File: config.mk
export PLATFORM = sky130hd
export DESIGN_NAME = lhci_core
export DESIGN_NICKNAME = d
export VERILOG_FILES = /design/src/lhci_pkg.sv /design/src/lhci_core.sv
export SDC_FILE = /design/constraint.sdc
export NUM_CORES = 1
export LEC_CHECK = 0
export BUFFER_PORTS_ARGS = -buffer_cell sky130_fd_sc_hd__clkbuf_2
export CORE_MARGIN = 8
export CORE_UTILIZATION = 25
export CTS_CLUSTER_SIZE = 12
export DETAILED_ROUTE_END_ITERATION = 8
export PLACE_DENSITY_LB_ADDON = 0.3
export REMOVE_ABC_BUFFERS = 1
export SLEW_MARGIN = 20
export SYNTH_ARGS = -nofsm -noshare
export SYNTH_HDL_FRONTEND = slang
export SYNTH_SLANG_ARGS = --single-unit
File: constraint.sdc
create_clock -name sys_clk_in -period 2.64 [get_ports sys_clk_in]
set_input_delay 0.132 -clock sys_clk_in [delete_from_list [all_inputs] [get_ports sys_clk_in]]
set_output_delay 0.132 -clock sys_clk_in [all_outputs]
set_load 0.01 [all_outputs]
File: src/lhci_pkg.sv
package lhci_pkg;

   // command codes
   localparam logic [7:0] CMD_CURSOR_SET   = 8'h21;
   localparam logic [7:0] CMD_BANK_SET     = 8'h22;
   localparam logic [7:0] CMD_POINTER_SET  = 8'h24;
   localparam logic [7:0] CMD_TEXT_BASE    = 8'h40;
   localparam logic [7:0] CMD_TEXT_STRIDE  = 8'h41;
   localparam logic [7:0] CMD_GFX_BASE     = 8'h42;
   localparam logic [7:0] CMD_GFX_STRIDE   = 8'h43;
   localparam logic [3:0] CMD_MODE_HI      = 4'h8;
   localparam logic [7:0] CMD_AUTO_WRITE   = 8'hB0;
   localparam logic [7:0] CMD_AUTO_READ    = 8'hB1;
   localparam logic [7:0] CMD_AUTO_RESET   = 8'hB2;
   localparam logic [7:0] CMD_PEEK         = 8'hE0;
   localparam logic [7:0] CMD_COPY         = 8'hE8;

   // status bit positions
   localparam int ST_CMD_OK   = 0;
   localparam int ST_DATA_OK  = 1;
   localparam int ST_AREAD_OK = 2;
   localparam int ST_AWRITE_OK = 3;
   localparam int ST_SPARE    = 4;
   localparam int ST_RUN      = 5;
   localparam int ST_ERR      = 6;
   localparam int ST_BLINK    = 7;

   // field widths and positions
   localparam int COL_W        = 7;
   localparam int ROW_W        = 5;
   localparam int BANK_W       = 5;
   localparam int CG_CODE_LSB  = 3;
   localparam int CG_BANK_LSB  = 11;

   // combine modes (low mode bits)
   localparam logic [2:0] MODE_OR   = 3'h0;
   localparam logic [2:0] MODE_XOR  = 3'h1;
   localparam logic [2:0] MODE_AND  = 3'h3;
   localparam logic [2:0] MODE_ATTR = 3'h4;
   localparam int MODE_EXT_CG_BIT   = 3;
   localparam logic [7:0] INT_CG_LAST = 8'h7F;

   // attribute codes
   localparam logic [2:0] ATTR_NORMAL  = 3'h0;
   localparam logic [2:0] ATTR_REVERSE = 3'h5;
   localparam logic [2:0] ATTR_INHIBIT = 3'h3;
   localparam int ATTR_BLINK_BIT       = 3;

   // reset values
   localparam logic [15:0] RST_WORD   = 16'h0000;
   localparam logic [7:0]  RST_STRIDE = 8'h00;
   localparam logic [3:0]  RST_MODE   = 4'h0;

   // timing: execute window of msb-one commands other than B0h and B1h before return to idle
   localparam int EXEC_CYCLES = 2;

   typedef enum logic [3:0] {
      LHCI_IDLE    = 4'b0001,
      LHCI_EXEC    = 4'b0010,
      LHCI_PENDING = 4'b0100,
      LHCI_AUTO    = 4'b1000
   } lhci_state_t;

   typedef struct packed {
      logic       cs_n;
      logic       rd_n;
      logic       wr_n;
      logic       cd;
      logic [7:0] data;
   } lhci_bus_t;

   typedef struct packed {
      logic [COL_W-1:0]  cursor_column;
      logic [ROW_W-1:0]  cursor_row;
      logic [BANK_W-1:0] cg_bank_bits;
      logic [15:0]       ram_access_pointer;
      logic [15:0]       text_base;
      logic [7:0]        text_stride;
      logic [15:0]       graphic_base;
      logic [7:0]        graphic_stride;
      logic [3:0]        mode;
   } lhci_regs_t;

   typedef struct packed {
      logic       reverse;
      logic       inhibit;
      logic       blink;
   } lhci_attr_t;

endpackage

File: src/lhci_core.sv
// Behaviour
// - cs, rd low, wr high, cd high: drive status byte onto data lines.
// - cd high means command or status; low means operand or display data.
// - bit0 command ready, bit1 data ready; zero when not ready.
// - bit2 auto read ready, bit3 auto write ready.
// - bit5 shows controller running; bit4 unused reads zero.
// - bit6 set when peek or copy fails; held until the next peek or copy command clears it.
// - bit7 zero in blink off phase, one in normal display.
// - in auto mode bits 2 and 3 are valid, bits 0 and 1 not.
// - msb-zero commands may wait for end of line; host polls status.
// - with surplus operands only the last one or two bytes count.
// - 21h loads cursor column then row; cursor never steps by itself.
// - cursor column keeps 7 bits, row keeps 5 bits.
// - 22h loads 5-bit bank select, forming cg address bits 15..11.
// - cg address bits 10..3 from code, bits 2..0 from row counter.
// - 24h loads 16-bit ram pointer, low byte first.
// - 40h text base, 42h graphic base, low byte then high byte.
// - 41h and 43h load text and graphic row stride.
// - mode low bits: 000 or, 001 xor, 011 and, 100 attribute; kept.
// - mode bit3 selects external cg; internal mode sends 80h+ to ram.
// - attribute mode reads nth attribute from nth graphic byte, text only.
// - attribute bits 2..0 decode normal, reverse, inhibit, bit3 blinks.
module lhci_core
   import lhci_pkg::*;
(
   input  wire logic                  sys_clk_in,
   input  wire logic                  rst_in,
   input  wire logic                  clk_en_in,
   input  wire logic                  cs_n_in,
   input  wire logic                  rd_n_in,
   input  wire logic                  wr_n_in,
   input  wire logic                  cd_in,
   input  wire logic [7:0]            data_in,
   input  wire logic                  line_end_in,
   input  wire logic                  blink_off_in,
   input  wire logic                  peek_fail_in,
   input  wire logic [7:0]            char_code_in,
   input  wire logic [2:0]            row_count_in,
   input  wire logic [7:0]            attr_byte_in,
   output logic      [7:0]            data_out,
   output logic                       data_oe_out,
   output logic      [15:0]           cg_addr_out,
   output logic                       cg_external_out,
   output logic      [15:0]           attr_addr_out,
   output logic      [2:0]            combine_mode_out,
   output logic                       graphic_shown_out,
   output logic                       attr_reverse_out,
   output logic                       attr_inhibit_out,
   output logic                       attr_blink_out,
   output lhci_pkg::lhci_regs_t       regs_out
);
   import lhci_pkg::*;

   typedef struct packed {
      lhci_bus_t   sync1;
      lhci_bus_t   sync2;
      logic        wr_act;
      logic [7:0]  op_last;
      logic [7:0]  op_prev;
      lhci_state_t state;
      logic [1:0]  exec_cnt;
      logic        auto_rd;
      logic        err;
      lhci_regs_t  regs;
      logic [7:0]  dout;
      logic        oe;
      logic [15:0] cg_addr;
      logic        cg_ext;
      logic [15:0] attr_addr;
      lhci_attr_t  attr;
      logic [2:0]  combine;
      logic        shown;
      logic        blink_in1;
      logic        blink_in2;
      logic        line_in1;
      logic        line_in2;
      logic        fail_in1;
      logic        fail_in2;
   } lhci_core_t;

   lhci_core_t st_ff;
   lhci_core_t nxt_st;
   lhci_bus_t  bus_now;
   logic [7:0] status_byte;
   logic       wr_end;
   logic [7:0] cmd;

   assign bus_now = '{cs_n: cs_n_in, rd_n: rd_n_in, wr_n: wr_n_in, cd: cd_in, data: data_in};

   always_comb
   begin
      nxt_st = st_ff;
      cmd    = st_ff.sync2.data;
      // two-flop pin synchronisers
      nxt_st.sync1     = bus_now;
      nxt_st.sync2     = st_ff.sync1;
      nxt_st.blink_in1 = blink_off_in;
      nxt_st.blink_in2 = st_ff.blink_in1;
      nxt_st.line_in1  = line_end_in;
      nxt_st.line_in2  = st_ff.line_in1;
      nxt_st.fail_in1  = peek_fail_in;
      nxt_st.fail_in2  = st_ff.fail_in1;

      // write active while cs and wr low; byte taken on rising wr
      nxt_st.wr_act = !st_ff.sync2.cs_n && !st_ff.sync2.wr_n;
      wr_end = st_ff.wr_act && st_ff.sync2.wr_n;

      // status byte
      status_byte               = 8'h00;
      status_byte[ST_CMD_OK]    = (st_ff.state == LHCI_IDLE);
      status_byte[ST_DATA_OK]   = (st_ff.state == LHCI_IDLE);
      status_byte[ST_AREAD_OK]  = (st_ff.state == LHCI_AUTO) && st_ff.auto_rd;
      status_byte[ST_AWRITE_OK] = (st_ff.state == LHCI_AUTO) && !st_ff.auto_rd;
      status_byte[ST_SPARE]     = 1'b0;
      status_byte[ST_RUN]       = 1'b1;
      status_byte[ST_ERR]       = st_ff.err;
      status_byte[ST_BLINK]     = !st_ff.blink_in2;

      // status read with cd high, data read otherwise floats
      nxt_st.oe   = !st_ff.sync2.cs_n && !st_ff.sync2.rd_n
                    && st_ff.sync2.wr_n && st_ff.sync2.cd;
      nxt_st.dout = status_byte;

      case (st_ff.state)
         LHCI_IDLE:
         begin
            if (wr_end && !st_ff.sync2.cd)
            begin
               nxt_st.op_prev = st_ff.op_last;
               nxt_st.op_last = st_ff.sync2.data;
            end
            else if (wr_end && st_ff.sync2.cd)
            begin
               if (cmd == CMD_CURSOR_SET)
               begin
                  nxt_st.regs.cursor_column = st_ff.op_prev[COL_W-1:0];
                  nxt_st.regs.cursor_row    = st_ff.op_last[ROW_W-1:0];
               end
               if (cmd == CMD_BANK_SET)
                  nxt_st.regs.cg_bank_bits = st_ff.op_prev[BANK_W-1:0];
               if (cmd == CMD_POINTER_SET)
                  nxt_st.regs.ram_access_pointer = {st_ff.op_last, st_ff.op_prev};
               if (cmd == CMD_TEXT_BASE)
                  nxt_st.regs.text_base = {st_ff.op_last, st_ff.op_prev};
               if (cmd == CMD_GFX_BASE)
                  nxt_st.regs.graphic_base = {st_ff.op_last, st_ff.op_prev};
               if (cmd == CMD_TEXT_STRIDE)
                  nxt_st.regs.text_stride = st_ff.op_prev;
               if (cmd == CMD_GFX_STRIDE)
                  nxt_st.regs.graphic_stride = st_ff.op_prev;
               if (cmd[7:4] == CMD_MODE_HI)
                  nxt_st.regs.mode = cmd[3:0];
               if (cmd == CMD_PEEK || cmd == CMD_COPY)
                  nxt_st.err = 1'b0;
               if (cmd == CMD_AUTO_WRITE || cmd == CMD_AUTO_READ)
               begin
                  nxt_st.auto_rd = (cmd == CMD_AUTO_READ);
                  nxt_st.state   = LHCI_AUTO;
               end
               else if (!cmd[7])
                  nxt_st.state = LHCI_PENDING;
               else
               begin
                  nxt_st.exec_cnt = 2'(EXEC_CYCLES - 1);
                  nxt_st.state    = LHCI_EXEC;
               end
            end
         end
         LHCI_EXEC:
         begin
            if (st_ff.exec_cnt == 2'h0)
               nxt_st.state = LHCI_IDLE;
            else
               nxt_st.exec_cnt = st_ff.exec_cnt - 2'h1;
         end
         LHCI_PENDING:
         begin
            // bytes written while pending are ignored
            if (st_ff.line_in2)
               nxt_st.state = LHCI_IDLE;
         end
         LHCI_AUTO:
         begin
            if (wr_end && st_ff.sync2.cd && cmd == CMD_AUTO_RESET)
               nxt_st.state = LHCI_IDLE;
            else if (wr_end && !st_ff.sync2.cd)
               nxt_st.regs.ram_access_pointer = st_ff.regs.ram_access_pointer + 16'h0001;
         end
         default:
            nxt_st.state = LHCI_IDLE;
      endcase

      // failure set wins over clear
      if (st_ff.fail_in2)
         nxt_st.err = 1'b1;

      // cg address composition
      nxt_st.cg_ext = st_ff.regs.mode[MODE_EXT_CG_BIT] || (char_code_in > INT_CG_LAST);
      nxt_st.cg_addr = {st_ff.regs.cg_bank_bits, char_code_in, row_count_in};

      // attribute decode
      nxt_st.attr_addr = st_ff.regs.graphic_base + 16'(st_ff.regs.ram_access_pointer
                         - st_ff.regs.text_base);
      nxt_st.attr.reverse = (attr_byte_in[2:0] == ATTR_REVERSE);
      nxt_st.attr.inhibit = (attr_byte_in[2:0] == ATTR_INHIBIT);
      nxt_st.attr.blink   = attr_byte_in[ATTR_BLINK_BIT];
      if (st_ff.regs.mode[2:0] != MODE_ATTR)
         nxt_st.attr = '0;
      // layer outputs registered with the attribute decode
      nxt_st.combine = st_ff.regs.mode[2:0];
      nxt_st.shown   = (st_ff.regs.mode[2:0] != MODE_ATTR);
   end

   always_ff @(posedge sys_clk_in)
   begin
      if (rst_in)
      begin
         st_ff       <= '0;
         st_ff.sync1 <= '{cs_n: 1'b1, rd_n: 1'b1, wr_n: 1'b1, cd: 1'b0, data: 8'h00};
         st_ff.sync2 <= '{cs_n: 1'b1, rd_n: 1'b1, wr_n: 1'b1, cd: 1'b0, data: 8'h00};
         st_ff.state <= LHCI_IDLE;
         st_ff.shown <= 1'b1;
         st_ff.regs  <= '{cursor_column: '0, cursor_row: '0, cg_bank_bits: '0,
                          ram_access_pointer: RST_WORD, text_base: RST_WORD,
                          text_stride: RST_STRIDE, graphic_base: RST_WORD,
                          graphic_stride: RST_STRIDE, mode: RST_MODE};
      end
      else if (clk_en_in)
         st_ff <= nxt_st;
   end

   assign data_out          = st_ff.dout;
   assign data_oe_out       = st_ff.oe;
   assign cg_addr_out       = st_ff.cg_addr;
   assign cg_external_out   = st_ff.cg_ext;
   assign attr_addr_out     = st_ff.attr_addr;
   assign combine_mode_out  = st_ff.combine;
   assign graphic_shown_out = st_ff.shown;
   assign attr_reverse_out  = st_ff.attr.reverse;
   assign attr_inhibit_out  = st_ff.attr.inhibit;
   assign attr_blink_out    = st_ff.attr.blink;
   assign regs_out          = st_ff.regs;

endmodule

==> results.toml <==
[floorplanning]
ioPinCount = 171
dieArea_um2 = 44900
die_h_um = 212
core-area_um2 = 37800
initial_core_util_pct = 25.4
num_rows = 71
fp.dieW_um = 212

[sta]
drv_slew = 0
max_freq_ghz = 0.389
hold_viol_final = 0
worst_pin_slew_ps = 803
setup_slack_ps = 69.1
setup_violations = 0
post-route-period-util_pct = 97.4
layout_min_cycle_time_ps = 2570
max_slew_margin_pct = 46.5
clock_skew_ps = 9.94

[drt]
drt_iter0_markers = 326
viasPerCell = 4.42
wl_per_cell_um = 16.7
drc_errors = 0
via_count = 7665
first_pass_iters = 5
drt-total-wl_um = 29000
ant_nets = 0

[placement]
gp_congestion = 0.794
pre_cts_ws_ps = -113
dp_hpwl_um = 20700
port_buffers = 165

[logic_synthesis]
synth-main-ff-cell = "dfxtp_1"
syn_area_per_cell_um2 = 8.49
synthTopCellsByCount = "dfxtp_1, buf_4, nand2_1, nor2_1, a21oi_1"
yosys-top-cells-area = "dfxtp_1, buf_4, mux2i_1"
yosysTopAreaCellShare_pct = 39.0
yosys_warnings = 0
synth_area_um2 = 9600
yosys.area.top_type = "dfxtp_1"
syn_inst = 1131
synth-async-reset-ratio_pct = 0
synth_most_common_cell = "dfxtp_1"
synth_edf_count = 0
ys_ff_latch = 187
yosys.cell_types.count = 66
yosysSeqAreaShare_pct = 39.0

[power_and_ir_drop]
internal_power_mw = 4.33
clock_power_share_pct = 45.9
seqPwrFrac_pct = 49.4
sw_frac_of_total_pct = 25.8
p_leak_nw = 4.86
peakVddDrop_mv = 0.418
share_comb_of_total_power_pct = 4.7
p_per_area_nw_per_um2 = 516
switching_power_mw = 1.51

[layout]
synthToLayoutAreaGrowth_pct = 18.0
fin_util_pct = 30.0
drive_above_1_share_pct = 24.0
num-fill-cells = 4045
fin_nets = 1280
antenna_cells = 0

[worst_setup_path]
crit_required_ps = 2980
critical_path_class = "reg2reg"
critPathMaxFanout = 5
endpoint_kind = "flip-flop"
startpoint_type = "flip-flop"
crit_arrival_ps = 2910

[grt]
antenna_found_initial = 0
grt_pass1_vias = 7497
grt_pass1_wl_um = 44600
grt_max_degree = 130
gr-total-overflow = 0
grt.total_usage_pct = 12.8

[clock_network]
numClockSinks = 187
insertion_delay_ps = 440
root_buffer = "clkbuf_16"
clockBufferDepth = 2
clk_pin_slew_ps = 80
h-tree-depth = 4
cts_tree = "yes"
cts_buffers = 17

[flow_run]
maxCapViolations = 0

[worst_hold_path]
hp-class = "in2reg"

[run_status]
status = "completed"
-- cell usage in the layout (no fill, tap or decap), types with 4 or more instances in the layout --
cell type        n
clkbuf_16       17
ha_1            11
fa_1            13
or3_1            4
nor3_1          13
nand3b_1         5
clkinv_4         5
dlygate4sd3_1   29
nor2_1         120
a21oi_1         92
nand2_1        128
dfxtp_2          5
a311oi_1         5
ha_4             4
inv_1           64
mux2i_1         92
o21a_1           6
nor3b_1          5
clkbuf_2       163
inv_8            4
nand4_1          9
buf_4           61
and3_1           8
a211oi_1         5
dfxtp_1        182
nand3_1         19
and4_1           4
a221oi_1         5
and2_1           4
o211ai_1         6
o21ai_0         43
-- critical path, stage by stage (launching register included) --
cell and delay, ps:
dfxtp_1 320, inv_1 100, fa_2 470, fa_2 410, nand2b_4 160, a211oi_2 200, buf_4 180, o2111ai_4 120
and3_4 200, a311o_1 310
-- registers in the layout, indices dropped and copies added (netlist names), 3 cells and up --
register and flops:
st_ff 31, combine_mode_out 3, cg_addr_out 16, nxt_st 16, attr_addr_out 16, regs_out 85
data_out 6, cmd 8
-- kinds of logic (layout without fill, tap and decap cells) --
group	count (synthesis)	count (layout)	share of synthesized area, %
buf+inv	263	355	15.7
other cells	1	1	0.0391
fa+ha+maj	33	33	5.48
mux	92	92	9.59
flops	187	187	39.0
simple gates	345	345	16.7
xor+xnor	5	5	0.456
compound gates	205	205	13.0
-- metrics by stage --
step	instances	hold slack (ps)	power (mW)	TNS, ps	cell area (um^2)
3_5_place_dp	1670	352	3.19	-268	10300
4_1_cts	1731	53.1	5.95	0	11200
2_1_floorplan	935	201	3.03	-88.8	8340
5_1_grt	1734	70.2	6.08	-25.6	11300
6_report	1734	75.8	5.84	0	11300
3_3_place_gp	1670	353	3.19	-214	10300
-- metal layers --
metal / global-route usage, % / up-vias / routed length (um)
li1: - / 3859 / -
met2: 20.7 / 133 / 13400
met1: 16.8 / 3655 / 13900
met3: 3.48 / 18 / 1400
met5: 0 / - / 0
met4: 2.92 / 0 / 241
-- worst paths after layout --
check,startpoint,cells past startpoint,to,slack [ps]
max,regs_out[53],9,attr_addr_out[12],70
max reg2reg,regs_out[53],9,attr_addr_out[12],70
min reg2reg,st_ff[4],1,data_out[7],440
min,rst_in,2,cmd[1],80
-- power by group through the flow --
stage          Combinational, mW  Sequential (mW)  Clock (mW)
3_3_place_gp               0.244             2.95           0
4_1_cts                    0.280             2.88        2.78
3_5_place_dp               0.245             2.95           0
6_report                   0.276             2.88        2.68
2_1_floorplan             0.0802             2.95           0
5_1_grt                    0.304             2.89        2.89
-- final cells by class --
type / count / area (um^2) / share of cell area (%)
Clock buffer: 17 / 425 / 3.76
Timing Repair Buffer: 256 / 1610 / 14.2
Inverter: 67 / 251 / 2.22
Tap cell: 511 / 639 / 5.65
Clock inverter: 15 / 178 / 1.57
Sequential cell: 187 / 3750 / 33.1
Multi-Input combinational cell: 681 / 4470 / 39.5
-- timing repair --
item,CTS,global route
pin swaps,7,13
endpoints found under the hold margin,30,0
buffers inserted,0,3
endpoints found under the setup margin,4,7
gates resized for setup,9,23
hold buffers,29,0
Power figures use the tool's default switching activity.
